**config.mk**
```make
export PLATFORM = sky130hd
export DESIGN_NAME = dgc_top
export DESIGN_NICKNAME = d
export VERILOG_FILES = /design/src/rtl/dgc_pkg.sv /design/src/rtl/dgc_fifo.sv /design/src/rtl/dgc_req_sel.sv /design/src/rtl/dgc_top.sv
export SDC_FILE = /design/constraint.sdc
export NUM_CORES = 1
export LEC_CHECK = 0
export BUFFER_PORTS_ARGS = -buffer_cell sky130_fd_sc_hd__buf_2
export CORE_UTILIZATION = 55
export DETAILED_ROUTE_END_ITERATION = 10
export GPL_TIMING_DRIVEN = 0
export PLACE_DENSITY = 0.76
export SLEW_MARGIN = 25
export SYNTH_ARGS = -nofsm -noshare
export SYNTH_HDL_FRONTEND = slang
export SYNTH_SLANG_ARGS = --single-unit
export TNS_END_PERCENT = 5
```
**constraint.sdc**
```tcl
create_clock -name clock -period 4.9 [get_ports clock]
set_input_delay 0.98 -clock clock [delete_from_list [all_inputs] [get_ports clock]]
set_output_delay 0.98 -clock clock [all_outputs]
set_load 0.01 [all_outputs]
```
**src/rtl/dgc_pkg.sv**
```systemverilog
// Shared constants and types of the DMA global control block.
package dgc_pkg;
    // Channel set and data path.
    localparam int NUM_CH = 4;
    localparam int CH_W = 2;
    localparam logic [1:0] SW_CH = 2'h3;
    localparam int DATA_W = 32;
    localparam int FIFO_DEPTH = 16;
    localparam logic [4:0] BURST_MAX = 5'h10;

    // Control table layout.
    localparam int TABLE_BYTES = 1024;
    localparam int BASE_LSB = 10;
    localparam int STRUCT_SHIFT = 4;
    localparam logic [31:0] WORD_STEP = 32'h0000_0004;
    localparam logic [1:0] IDX_SRC = 2'h0;
    localparam logic [1:0] IDX_DST = 2'h1;
    localparam logic [1:0] IDX_CTL = 2'h2;

    // Control word fields.
    localparam int MODE_LSB = 0;
    localparam int MODE_W = 3;
    localparam int CNT_LSB = 4;
    localparam int CNT_W = 10;
    localparam logic [2:0] MODE_STOP = 3'h0;
    localparam logic [2:0] MODE_BASIC = 3'h1;
    localparam logic [2:0] MODE_AUTO = 3'h2;

    // Register offsets.
    localparam logic [7:0] REG_CFG = 8'h00;
    localparam logic [7:0] REG_CTLBASE = 8'h04;
    localparam logic [7:0] REG_ENASET = 8'h08;
    localparam logic [7:0] REG_ENACLR = 8'h0C;
    localparam logic [7:0] REG_SWREQ = 8'h10;
    localparam logic [7:0] REG_ATTR = 8'h14;
    localparam logic [7:0] REG_ERR = 8'h18;
    localparam logic [7:0] REG_STAT = 8'h1C;

    // Reset values.
    localparam logic [21:0] RST_CTLBASE = 22'h000000;
    localparam logic [3:0] RST_CH = 4'h0;

    // Engine states, Gray coded along the transfer path.
    typedef enum logic [2:0] {
        DGC_IDLE = 3'b000,
        DGC_FETCH = 3'b001,
        DGC_READ = 3'b011,
        DGC_WRITE = 3'b010,
        DGC_WBACK = 3'b110
    } dgc_state_e;
endpackage : dgc_pkg

```
**src/rtl/dgc_fifo.sv**
```systemverilog
// Word FIFO that stages data between source reads and destination writes.
`timescale 1ns/1ps
module dgc_fifo #(
    parameter int WIDTH = 32,
    parameter int DEPTH = 16
) (
    // Clock and control
    input wire logic clock,
    input wire logic rst_n,
    input wire logic ce,
    input wire logic flush,
    // Fill side
    input wire logic in_valid,
    output logic in_ready,
    input wire logic [WIDTH-1:0] in_data,
    // Drain side
    output logic out_valid,
    input wire logic out_ready,
    output logic [WIDTH-1:0] out_data
);
    localparam int AW = $clog2(DEPTH);

    logic [WIDTH-1:0] mem [DEPTH];
    logic [AW:0] wr_ptr;
    logic [AW:0] rd_ptr;
    logic [AW:0] fill;
    wire push = in_valid & in_ready;
    wire pop = out_valid & out_ready;

    // Full and empty come from the pointer distance.
    assign fill = wr_ptr - rd_ptr;
    assign in_ready = (fill != DEPTH[AW:0]);
    assign out_valid = (fill != '0);
    assign out_data = mem[rd_ptr[AW-1:0]];

    // Storage is not reset; only the pointers decide what is valid.
    always_ff @(posedge clock) begin
        if (ce && push) begin
            mem[wr_ptr[AW-1:0]] <= in_data;
        end
    end

    // Pointers; a flush drops everything still held.
    always_ff @(posedge clock) begin
        if (!rst_n || (ce && flush)) begin
            wr_ptr <= '0;
            rd_ptr <= '0;
        end else if (ce) begin
            wr_ptr <= wr_ptr + (AW+1)'(push);
            rd_ptr <= rd_ptr + (AW+1)'(pop);
        end
    end
endmodule : dgc_fifo

```
**src/rtl/dgc_req_sel.sv**
```systemverilog
// Request synchroniser and fixed-priority channel picker.
`timescale 1ns/1ps
module dgc_req_sel
    import dgc_pkg::*;
(
    // Clock and control
    input wire logic clock,
    input wire logic rst_n,
    input wire logic ce,
    // Request sources
    input wire logic [NUM_CH-1:0] periph_req,
    input wire logic [NUM_CH-1:0] sw_pend,
    input wire logic [NUM_CH-1:0] ch_en,
    input wire logic [NUM_CH-1:0] attr_mask,
    // Choice
    output logic [NUM_CH-1:0] req_live,
    output logic pick_valid,
    output logic [CH_W-1:0] pick_ch
);
    logic [NUM_CH-1:0] req_meta;
    logic [NUM_CH-1:0] req_sync;
    logic [NUM_CH-1:0] cand;

    // Peripheral lines come from other logic; two flops before use.
    always_ff @(posedge clock) begin
        if (!rst_n) begin
            req_meta <= '0;
            req_sync <= '0;
        end else if (ce) begin
            req_meta <= periph_req;
            req_sync <= req_meta;
        end
    end

    genvar i;
    generate
        for (i = 0; i < NUM_CH; i++) begin : g_cand
            if (i == int'(SW_CH)) begin : g_sw
                assign cand[i] = ch_en[i] & sw_pend[i];
                assign req_live[i] = sw_pend[i];
            end else begin : g_per
                assign cand[i] = ch_en[i] & req_sync[i] & ~attr_mask[i];
                assign req_live[i] = req_sync[i] & ~attr_mask[i];
            end
        end
    endgenerate

    // Lowest channel number wins; starvation is left to software.
    always_comb begin
        pick_ch = '0;
        for (int k = NUM_CH - 1; k >= 0; k--) begin
            if (cand[k]) begin
                pick_ch = CH_W'(k);
            end
        end
    end
    assign pick_valid = |cand;
endmodule : dgc_req_sel

```
**src/rtl/dgc_top.sv**
```systemverilog
// DMA global control: registers, table-driven transfer engine, errors.
`timescale 1ns/1ps
module dgc_top
    import dgc_pkg::*;
(
    // Clock, reset and clock enable
    input wire logic clock,
    input wire logic rst_n,
    input wire logic ce,
    // Register port
    input wire logic [7:0] reg_addr,
    input wire logic [31:0] reg_wdata,
    input wire logic reg_wr,
    input wire logic reg_rd,
    output logic [31:0] reg_rdata,
    // System memory bus
    output logic mem_req,
    output logic mem_we,
    output logic [31:0] mem_addr,
    output logic [31:0] mem_wdata,
    input wire logic mem_ack,
    input wire logic mem_err,
    input wire logic [31:0] mem_rdata,
    // Peripheral side
    input wire logic [NUM_CH-1:0] periph_req,
    output logic [NUM_CH-1:0] periph_done,
    // Controller interrupts
    output logic soft_channel_done_irq,
    output logic dma_error_irq
);
    // Software state.
    logic global_en;
    logic [31-BASE_LSB:0] ctl_base;
    logic [NUM_CH-1:0] ch_en;
    logic [NUM_CH-1:0] sw_pend;
    logic [NUM_CH-1:0] attr_mask;
    logic err_flag;

    // Engine state.
    dgc_state_e state;
    logic [CH_W-1:0] cur_ch;
    logic [1:0] idx;
    logic [31:0] src_ptr;
    logic [31:0] dst_ptr;
    logic [MODE_W-1:0] mode;
    logic [CNT_W-1:0] remaining;
    logic [4:0] burst_left;

    // Picker and FIFO links.
    logic [NUM_CH-1:0] req_live;
    logic pick_valid;
    logic [CH_W-1:0] pick_ch;
    logic fifo_in_ready;
    logic fifo_out_valid;
    logic [DATA_W-1:0] fifo_out_data;

    // Register decode.
    wire wr_cfg = reg_wr & (reg_addr == REG_CFG);
    wire wr_base = reg_wr & (reg_addr == REG_CTLBASE);
    wire wr_eset = reg_wr & (reg_addr == REG_ENASET);
    wire wr_eclr = reg_wr & (reg_addr == REG_ENACLR);
    wire wr_swreq = reg_wr & (reg_addr == REG_SWREQ);
    wire wr_attr = reg_wr & (reg_addr == REG_ATTR);
    wire wr_err = reg_wr & (reg_addr == REG_ERR);
    wire [NUM_CH-1:0] wmask = reg_wdata[NUM_CH-1:0];

    // Memory handshake terms.
    wire acc_done = mem_req & (mem_ack | mem_err);
    wire acc_ok = mem_req & mem_ack & ~mem_err;
    wire bus_err = mem_req & mem_err;
    wire fetch_last = acc_ok & (state == DGC_FETCH) & (idx == IDX_CTL);
    wire wback_last = acc_ok & (state == DGC_WBACK) & (idx == IDX_CTL);

    // channel structures stay inside the table
    wire [31:0] struct_addr = {ctl_base, {BASE_LSB{1'b0}}}
        | (32'(cur_ch) << STRUCT_SHIFT);
    wire [31:0] idx_addr = struct_addr + {28'h0000000, idx, 2'b00};
    wire [CNT_W-1:0] fetched_cnt = mem_rdata[CNT_LSB +: CNT_W];
    wire [MODE_W-1:0] fetched_mode = mem_rdata[MODE_LSB +: MODE_W];
    wire [4:0] next_burst = (remaining > CNT_W'(BURST_MAX)) ?
        BURST_MAX : remaining[4:0];
    wire [4:0] fetch_burst = (fetched_cnt > CNT_W'(BURST_MAX)) ?
        BURST_MAX : fetched_cnt[4:0];
    wire fetch_stop = (fetched_mode == MODE_STOP) | (fetched_cnt == '0);
    wire xfer_done = (remaining == '0);
    // auto mode needs no further request
    wire keep_going = (mode == MODE_AUTO) | req_live[cur_ch];
    wire drained = ~fifo_out_valid & ~mem_req;

    // stopped mode written back at the end
    wire [MODE_W-1:0] wb_mode = xfer_done ? MODE_STOP : mode;
    wire [31:0] wb_ctl = (32'(remaining) << CNT_LSB)
        | (32'(wb_mode) << MODE_LSB);
    wire [31:0] wb_data = (idx == IDX_SRC) ? src_ptr :
        (idx == IDX_DST) ? dst_ptr : wb_ctl;

    // Next access the engine wants on the bus.
    wire want_acc = (state == DGC_FETCH) | (state == DGC_WBACK)
        | ((state == DGC_READ) & (burst_left != '0) & fifo_in_ready)
        | ((state == DGC_WRITE) & fifo_out_valid);
    wire acc_we = (state == DGC_WRITE) | (state == DGC_WBACK);
    wire [31:0] acc_addr = (state == DGC_READ) ? src_ptr :
        (state == DGC_WRITE) ? dst_ptr : idx_addr;
    wire [31:0] acc_wdata = (state == DGC_WRITE) ? fifo_out_data : wb_data;
    wire issue = want_acc & global_en & ~mem_req;

    // Completion and abort events.
    wire finish_ok = wback_last & xfer_done;
    wire finish_stop = fetch_last & fetch_stop;
    wire start = (state == DGC_IDLE) & pick_valid & global_en;
    wire [NUM_CH-1:0] cur_onehot = NUM_CH'(1) << cur_ch;
    wire [NUM_CH-1:0] pick_onehot = NUM_CH'(1) << pick_ch;
    wire [NUM_CH-1:0] hw_en_clr = (finish_ok | finish_stop | bus_err) ?
        cur_onehot : '0;
    wire [NUM_CH-1:0] sw_take = start ? (pick_onehot & sw_pend) : '0;

    // Register read mux, answered one cycle after the strobe.
    wire [31:0] rd_mux =
        (reg_addr == REG_CFG) ? {31'h0, global_en} :
        (reg_addr == REG_CTLBASE) ? {ctl_base, {BASE_LSB{1'b0}}} :
        (reg_addr == REG_ENASET) ? {28'h0, ch_en} :
        (reg_addr == REG_ENACLR) ? {28'h0, ch_en} :
        (reg_addr == REG_SWREQ) ? {28'h0, sw_pend} :
        (reg_addr == REG_ATTR) ? {28'h0, attr_mask} :
        (reg_addr == REG_ERR) ? {31'h0, err_flag} :
        (reg_addr == REG_STAT) ?
            {24'h0, 1'b0, state, cur_ch, 1'b0, mem_req} :
        32'h0000_0000;

    // Software registers; a hardware set beats a same-cycle clear.
    always_ff @(posedge clock) begin
        if (!rst_n) begin
            global_en <= 1'b0;
            ctl_base <= RST_CTLBASE;
            ch_en <= RST_CH;
            sw_pend <= RST_CH;
            attr_mask <= RST_CH;
            err_flag <= 1'b0;
            reg_rdata <= 32'h0000_0000;
        end else if (ce) begin
            if (wr_cfg) begin
                global_en <= reg_wdata[0];
            end
            if (wr_base) begin
                ctl_base <= reg_wdata[31:BASE_LSB];
            end
            ch_en <= (ch_en & ~hw_en_clr & ~(wr_eclr ? wmask : '0))
                | (wr_eset ? wmask : '0);
            sw_pend <= (sw_pend & ~sw_take)
                | (wr_swreq ? (wmask & NUM_CH'(cur_onehot_sw())) : '0);
            if (wr_attr) begin
                attr_mask <= wmask;
            end
            err_flag <= bus_err | (err_flag & ~(wr_err & reg_wdata[0]));
            reg_rdata <= reg_rd ? rd_mux : reg_rdata;
        end
    end

    // Only the software channel accepts software requests.
    function automatic logic [NUM_CH-1:0] cur_onehot_sw();
        cur_onehot_sw = NUM_CH'(1) << SW_CH;
    endfunction : cur_onehot_sw

    // Bus request stays up until the memory answers.
    always_ff @(posedge clock) begin
        if (!rst_n) begin
            mem_req <= 1'b0;
            mem_we <= 1'b0;
            mem_addr <= 32'h0000_0000;
            mem_wdata <= 32'h0000_0000;
        end else if (ce) begin
            if (issue) begin
                mem_req <= 1'b1;
                mem_we <= acc_we;
                mem_addr <= acc_addr;
                mem_wdata <= acc_wdata;
            end else if (acc_done) begin
                mem_req <= 1'b0;
            end
        end
    end

    // Transfer engine.
    always_ff @(posedge clock) begin
        if (!rst_n) begin
            state <= DGC_IDLE;
            cur_ch <= '0;
            idx <= IDX_SRC;
            src_ptr <= 32'h0000_0000;
            dst_ptr <= 32'h0000_0000;
            mode <= MODE_STOP;
            remaining <= '0;
            burst_left <= '0;
        end else if (ce) begin
            if (bus_err) begin
                state <= DGC_IDLE;
            end else begin
                unique case (state)
                    DGC_IDLE: begin
                        if (start) begin
                            cur_ch <= pick_ch;
                            idx <= IDX_SRC;
                            state <= DGC_FETCH;
                        end
                    end
                    DGC_FETCH: begin
                        if (acc_ok) begin
                            idx <= idx + 2'h1;
                            if (idx == IDX_SRC) begin
                                src_ptr <= mem_rdata;
                            end
                            if (idx == IDX_DST) begin
                                dst_ptr <= mem_rdata;
                            end
                            if (idx == IDX_CTL) begin
                                mode <= fetched_mode;
                                remaining <= fetched_cnt;
                                burst_left <= fetch_burst;
                                state <= fetch_stop ? DGC_IDLE : DGC_READ;
                            end
                        end
                    end
                    DGC_READ: begin
                        if (acc_ok) begin
                            src_ptr <= src_ptr + WORD_STEP;
                            burst_left <= burst_left - 5'h01;
                        end
                        if (burst_left == '0 && !mem_req) begin
                            state <= DGC_WRITE;
                        end
                    end
                    DGC_WRITE: begin
                        if (acc_ok) begin
                            dst_ptr <= dst_ptr + WORD_STEP;
                            remaining <= remaining - CNT_W'(1);
                        end
                        if (drained) begin
                            idx <= IDX_SRC;
                            if (!xfer_done && keep_going) begin
                                burst_left <= next_burst;
                                state <= DGC_READ;
                            end else begin
                                state <= DGC_WBACK;
                            end
                        end
                    end
                    DGC_WBACK: begin
                        if (acc_ok) begin
                            idx <= idx + 2'h1;
                        end
                        if (wback_last) begin
                            state <= DGC_IDLE;
                        end
                    end
                endcase
            end
        end
    end

    // Completion strobes, one cycle each.
    always_ff @(posedge clock) begin
        if (!rst_n) begin
            soft_channel_done_irq <= 1'b0;
            periph_done <= '0;
        end else if (ce) begin
            soft_channel_done_irq <= finish_ok & (cur_ch == SW_CH);
            periph_done <= (finish_ok && cur_ch != SW_CH) ? cur_onehot : '0;
        end
    end

    // error interrupt follows the pending flag
    assign dma_error_irq = err_flag;

    dgc_req_sel u_sel (
        .clock(clock),
        .rst_n(rst_n),
        .ce(ce),
        .periph_req(periph_req),
        .sw_pend(sw_pend),
        .ch_en(ch_en),
        .attr_mask(attr_mask),
        .req_live(req_live),
        .pick_valid(pick_valid),
        .pick_ch(pick_ch)
    );

    // Source words land here and drain to the destination.
    dgc_fifo #(
        .WIDTH(DATA_W),
        .DEPTH(FIFO_DEPTH)
    ) u_fifo (
        .clock(clock),
        .rst_n(rst_n),
        .ce(ce),
        .flush(bus_err),
        .in_valid(acc_ok & (state == DGC_READ)),
        .in_ready(fifo_in_ready),
        .in_data(mem_rdata),
        .out_valid(fifo_out_valid),
        .out_ready(acc_ok & (state == DGC_WRITE)),
        .out_data(fifo_out_data)
    );
endmodule : dgc_top
```
Yosys cells after proc, flatten, opt, wreduce, memory -nomap -nowiden
Memory sizes are Yosys's and may differ from the RTL's. A register that Yosys moved wholly into a read port is not among the register bits. Cells that the tools add are included.

Flip-flop bits (word level): 244. Memory bits (writable): 512. Input bits: 83. Output and inout bits: 104. Word-level logic and storage cells: 249. Memories kept: 1.

Memory list: u_fifo.mem (depth 16, bits a word 32, rd ports 1, clocked after Yosys merged registers in 1, write ports 1, line dgc_fifo.sv:23) `logic [WIDTH-1:0] mem [DEPTH];`.

Add/sub/neg operators: 9. Order comparisons: 3. Equal/unequal tests: 33. Shifts and indexed selects: 2. Muxes and demuxes: 66. Bitwise operators: 71. Reductions and logical operators: 39.

Operators by type and width (number): $mux 32 (13); $pmux 32 s2 (2); $add 32x3->32 const B (2); $and 1x1->1 (42); $mux 7 (6); $mux 5 (7); $add 32x4->32 (1); $eq 8x5->1 const B (4); $mux 4 (8); $or 32x6->32 (1); $mux 10 (3); $mux 3 (9); $reduce_and 6->1 (4); $gt 10x5->1 const B (2); $logic_not 10->1 (2); $pmux 10 s2 (1); $and 4x4->4 (4); $eq 8x4->1 const B (2); $mux 2 (8); $ne 3x3->1 const B (5); $pmux 3 s5 (1); $pmux 5 s3 (1); $ne 2x2->1 const B (7); $or 14x3->14 (1); other kinds (40) (87).

Logic depth before layout (Yosys ltp)
Depth after elaboration: 12. Mapped depth: 12. Mapped depth without buffers: 11.

By module
A second synthesis with hierarchy kept.

Cell total of the unflattened synthesis: 2517. Area total of the unflattened synthesis: 32557.5 µm².

Modules (own cells, without submodules): dgc_fifo (times used 1, cells an instance 889, area each 19977.9 µm², sequential area each 15655.0 µm²); dgc_top (times used 1, cells an instance 1597, area each 12258.0 µm², sequential area each 4504.3 µm²); dgc_req_sel (times used 1, cells an instance 31, area each 321.6 µm², sequential area each 120.1 µm²).

Worst setup path before layout
OpenSTA, ideal clock, no wires.

Path type: input port to flip-flop. Start point: input port ce. End point: memory u_fifo.mem[0][0] (enable). Library setup time: 0.461 ns. Arrival time: 4.329 ns. Required time: 4.439 ns. Setup slack: 0.110 ns. Cell stages on the path: 5. Buffers on the path: 2. Cell sequence: clkbuf_1 -> nand4b_1 -> clkbuf_1 -> or4_1 -> nor3_1.

Word-level cells in the longest chain between the ends: 3.

RTL lines: start, declared (line dgc_top.sv:9) `input wire logic ce,`; $logic_and 1x1->1 (line dgc_fifo.sv:38) `if (ce && push) begin`; $mux 1 (line dgc_fifo.sv:38); $mux 1 (not written as such) (line dgc_fifo.sv:39) `mem[wr_ptr[AW-1:0]] <= in_data;`; end, declared (line dgc_fifo.sv:23).

No other way between the ends.

Final worst setup path
Start point: register state[1]. End point: memory u_fifo.mem[1][25] (enable).

Word-level cells in the longest chain between the ends: 6.

RTL lines: start, declared (line dgc_top.sv:40) `dgc_state_e state;`; start signal, assigned (line dgc_top.sv:219) `state <= fetch_stop ? DGC_IDLE : DGC_READ;`; $eq 3x2->1 (line dgc_top.sv:296) `.in_valid(acc_ok & (state == DGC_READ)),`; $and 1x1->1 (line dgc_top.sv:296); $and 1x1->1 (line dgc_fifo.sv:27) `wire push = in_valid & in_ready;`; $logic_and 1x1->1 (line dgc_fifo.sv:38); $mux 1 (line dgc_fifo.sv:38); $mux 1 (not written as such) (line dgc_fifo.sv:39).

No other way between the ends.

==> qor_table.md <==
| Metric | Reported | Unit |
| --- | --- | --- |
| VDD IR max | 0.328 | mV |
| Hold path cells | 1 | - |
| IO Port Bufs | 175 | - |
| Placed wire-length estimate after detailed placement | 78700 | um |
| Ratio of routed vias to standard cells | 6.82 | - |
| Largest net degree at the start of global routing | 23 | - |
| Final Non-Filler Cells | 3617 | - |
| R2R Path End | u_fifo.mem[1][25] | - |
| GRT met1 Usage | 51.5 | % |
| Met2 capacity usage during global routing | 57.0 | % |
| Share of synthesized area occupied by flip-flops and latches | 62.5 | % |
| Area delta synth->final | 16.5 | % |
| I/O pin count | 187 | - |
| Arrival time of the worst setup path | 4.43 | ns |
| Hold Fails Final Rpt | 0 | - |
| Area after detailed placement | 35200 | um2 |
| Highest fanout seen on the critical path | 8 | - |
| Initial core utilization | 55.9 | % |
| Vias post-DR | 24700 | - |
| Run status | completed | - |
| Number of routed nets with antenna violations | 0 | - |
| Leading area contributor after synthesis | edfxtp_1 | - |
| Number of maximum-capacitance violations | 0 | - |
| Initial antenna violation count | 2 | - |
| Reg2reg start | state[1] | - |
| Worst-case clock buffer depth | 3 | - |
| Data required time of the worst path | 5.23 | ns |
| Post-CTS resize count | 0 | - |
| Syn Inst Count | 2488 | - |
| 1st-pass router iterations | 5 | - |
| Layer with the highest usage after global routing | met2 | - |
| Hold_buf cts | 0 | - |
| Type of the worst setup path | reg2reg | - |
| Cell row count | 88 | - |
| Most frequently used cell type in the post-synthesis netlist | edfxtp_1 | - |
| Internal power component | 10.4 | mW |
| Async S/R FF share, synth | 0 | % |
| Final worst clock skew | 0.0301 | ns |
| Worst hold slack across all endpoints | 0.452 | ns |
| Area of the core | 58000 | um2 |
| Netlist cell types | 75 | - |
| Ordered list of cells on the worst path | inv_1 -> nor3_2 -> o41ai_2 -> or4_1 -> nor3_2 -> buf_6 -> buf_4 -> buf_4 -> buf_4 | - |
| Fraction of final layout cells with drive strength greater than 1 | 19.5 | % |
| CP startpoint kind | register | - |
| # placed instances | 3474 | - |
| Number of pins with negative max-slew slack in the final report | 0 | - |
| Worst-skew pair later-pin latency | 0.65 | ns |
| CTS H-tree depth | 3 | - |
| Top cell by count, worst path | buf_4 | - |
| Worst hold path class | reg2reg | - |
| Met3 demand-to-capacity share in global routing | 8.27 | % |
| Clock tree from TritonCTS | yes | - |
| Switching Share | 21.1 | % |
| First-pass GRT wire length | 160000 | um |
| TritonCTS Sinks | 757 | - |
| Number of flops mapped to enable cells by yosys | 512 | - |
| Relative contribution of sequential cells to total power | 51.5 | % |
| Number of buffers inserted during clock tree synthesis | 77 | - |
| Wire length per cell after detailed routing | 31.0 | um |
| Post-Syn Area | 32400 | um2 |
| Clock transition at the register clock pins on the worst setup and hold paths after CTS | 0.06 | ns |
| Die Wd | 245 | um |
| # nets final | 2889 | - |
| Power Density | 350 | nW/um2 |
| Post-detailed-route DRC marker count | 0 | - |
| DIE HEIGHT | 245 | um |
| Unrepaired setup endpoints after global routing | no | - |
| Total wire length | 112000 | um |
| Post-layout minimum cycle time | 4.09 | ns |
| Max incr delay on CP | 0.70 | ns |
| Crit path max-delay family | simple AND/OR/NAND/NOR gates | - |
| Remaining global-route overflow | 0 | - |
| Synth cell count leaders | edfxtp_1 (512), dfxtp_1 (245), nand2_1 (210), nor2_1 (192), a21oi_1 (188) | - |
| Worst Setup End Kind | register | - |
| Vias in the first global route | 23500 | - |
| R2r worst-path depth | 9 | - |
| Hold path startpoint | sw_pend[2] | - |
| Ranking of synthesized cells by area | edfxtp_1 (47%), dfxtp_1 (15%), mux4_2 (9.1%) | - |
| Leading register cell type out of synthesis | edfxtp_1 | - |
| Placer congestion estimate | 1.01 | - |
| Avg Inst Size Synth | 13.0 | um2 |
| Synthesis Warnings | 0 | - |
| Die Outline Area | 60000 | um2 |
| Tightest slew margin relative to the limit | 25.5 | % |
| Buffering stage count on the worst path with inverters included | 5 | - |
| Power share of the combinational group | 2.0 | % |
| Number of DRC markers in iteration 0 | 3580 | - |
| Total routing resource utilization after global routing | 37.4 | % |
| Part of the power in the clock network | 46.5 | % |
| Static leakage | 12.7 | nW |
| Buffers inserted during post-CTS setup optimization | 0 | - |
| Buffer type at the clock tree root | clkbuf_16 | - |
| Transition time at the pin with the least slew margin | 1.12 | ns |
| Final design area excluding fillers | 37800 | um2 |
| Capture endpoint of the worst hold path | sw_pend[2] | - |
| #FFs+latches synth | 757 | - |
| Library cell contributing the largest single delay on the critical path | nor3_2 | - |
| Maximum clock frequency | 244 | MHz |
| Final Cycle Share | 83.5 | % |
| Final count of negative-setup-slack endpoints | 0 | - |
| Net Switching | 2.79 | mW |
| Worst-case register-to-register setup slack | 0.81 | ns |
| Fraction of the core area covered by cells at the end of the flow | 65.2 | % |
| Synth top area share | 47.4 | % |
[per-layer routing]
layer  up-vias  wire [um]
met5         -         22
met4         4       5670
met3       345      12900
met2      1808      50700
met1     12300      43000
li1      10200          -
[per-stage QoR]
stage               worst slack (ns)  TNS [ns]  total power, mW
floorplan                      0.110         0             7.03
global placement               -3.26   -829.87             7.19
detailed placement             0.281         0             7.20
CTS                            0.919         0             13.2
global route                   0.633         0             13.5
finish                         0.807         0             13.2
[layout by cell type (no fill, tap or decap), drive strengths merged, types with 6 or more instances in the layout]
| cell type | n |
|---|---|
| a31oi | 19 |
| o21a | 7 |
| o22ai | 31 |
| nor2b | 13 |
| xnor2 | 6 |
| nand4 | 25 |
| buf | 269 |
| nand3 | 48 |
| a22o | 7 |
| mux2i | 130 |
| nor4 | 6 |
| a221oi | 10 |
| nand2 | 210 |
| inv | 32 |
| clkbuf | 250 |
| edfxtp | 512 |
| mux4 | 131 |
| ha | 17 |
| nor2 | 193 |
| or3 | 9 |
| o211ai | 8 |
| clkinv | 19 |
| o221a | 17 |
| or4 | 10 |
| and4 | 6 |
| nor3 | 34 |
| a211oi | 50 |
| a21oi | 189 |
| o2111ai | 27 |
| a21o | 12 |
| nand3b | 6 |
| bufinv | 9 |
| dfxtp | 245 |
| o21ai | 132 |
| and2 | 8 |
| nand2b | 8 |
| and3 | 14 |
| o31ai | 9 |
| a22oi | 52 |
[worst register-to-register path: cells and delay by family (launching register included)]
kind,cells,cell delay (ns)
buffers and inverters,5,1.10
flip-flops,1,0.43
AND/OR/NAND/NOR,3,1.91
AO/OA/AOI/OAI,1,0.36
[how the worst max path moves through the flow]
| stage | from | cells past startpoint | to | slack, ns |
|---|---|---|---|---|
| after global routing | state[1] | 9 | u_fifo.mem[1][28] | 0.63 |
| after CTS | state[1] | 9 | u_fifo.mem[1][28] | 0.92 |
| final | state[1] | 9 | u_fifo.mem[1][25] | 0.81 |
| after global placement | ce | 6 | u_fifo.mem[0][27] | -3.26 |
| after detailed placement | ce | 10 | u_fifo.mem[1][27] | 0.28 |
| after floorplan | ce | 5 | u_fifo.mem[0][0] | 0.11 |
[logic make-up (layout without fill, tap and decap cells)]
group / count (synthesis) / in the layout / synth area share, %
AND/OR/NAND/NOR: 608 / 608 / 8.58
AO/OA/AOI/OAI: 605 / 605 / 11.9
multiplexers: 265 / 265 / 13.2
other: 1 / 5 / 0.0116
flip-flops: 757 / 757 / 62.5
XOR/XNOR: 12 / 12 / 0.366
adder cells (fa/ha/maj): 17 / 17 / 0.655
buffers and inverters: 223 / 583 / 2.74
[power by group through the flow]
stage,clock [mW],combinational [mW],sequential (mW)
floorplan,0,0.0765,6.95
global placement,0,0.239,6.95
finish,6.16,0.261,6.81
global route,6.41,0.268,6.81
detailed placement,0,0.250,6.95
CTS,6.16,0.251,6.81
[layout make-up]
cell class / instances / area (um2)
Multi-Input combinational cell: 1510 / 11400
Inverter: 27 / 101
Buffer: 196 / 788
Clock inverter: 37 / 504
Tap cell: 765 / 957
Fill cell: 4214 / 20200
Sequential cell: 757 / 20300
Timing Repair Buffer: 220 / 1610
Clock buffer: 103 / 2130
Antenna cell: 2 / 5.00
[registers in the layout (all words and copies together) (netlist names), 2 cells and up, named ones only]
signal,cells
dst_ptr,32
mode,3
sw_pend,4
mem_addr,32
u_fifo.rd_ptr,5
remaining,10
cur_ch,2
u_fifo.mem,512
u_sel.req_sync,3
attr_mask,4
periph_done,4
u_sel.req_meta,3
ctl_base,22
src_ptr,32
idx,2
mem_wdata,32
burst_left,5
reg_rdata,29
state,3
ch_en,4
u_fifo.wr_ptr,5
Power figures use the tool's default switching activity.
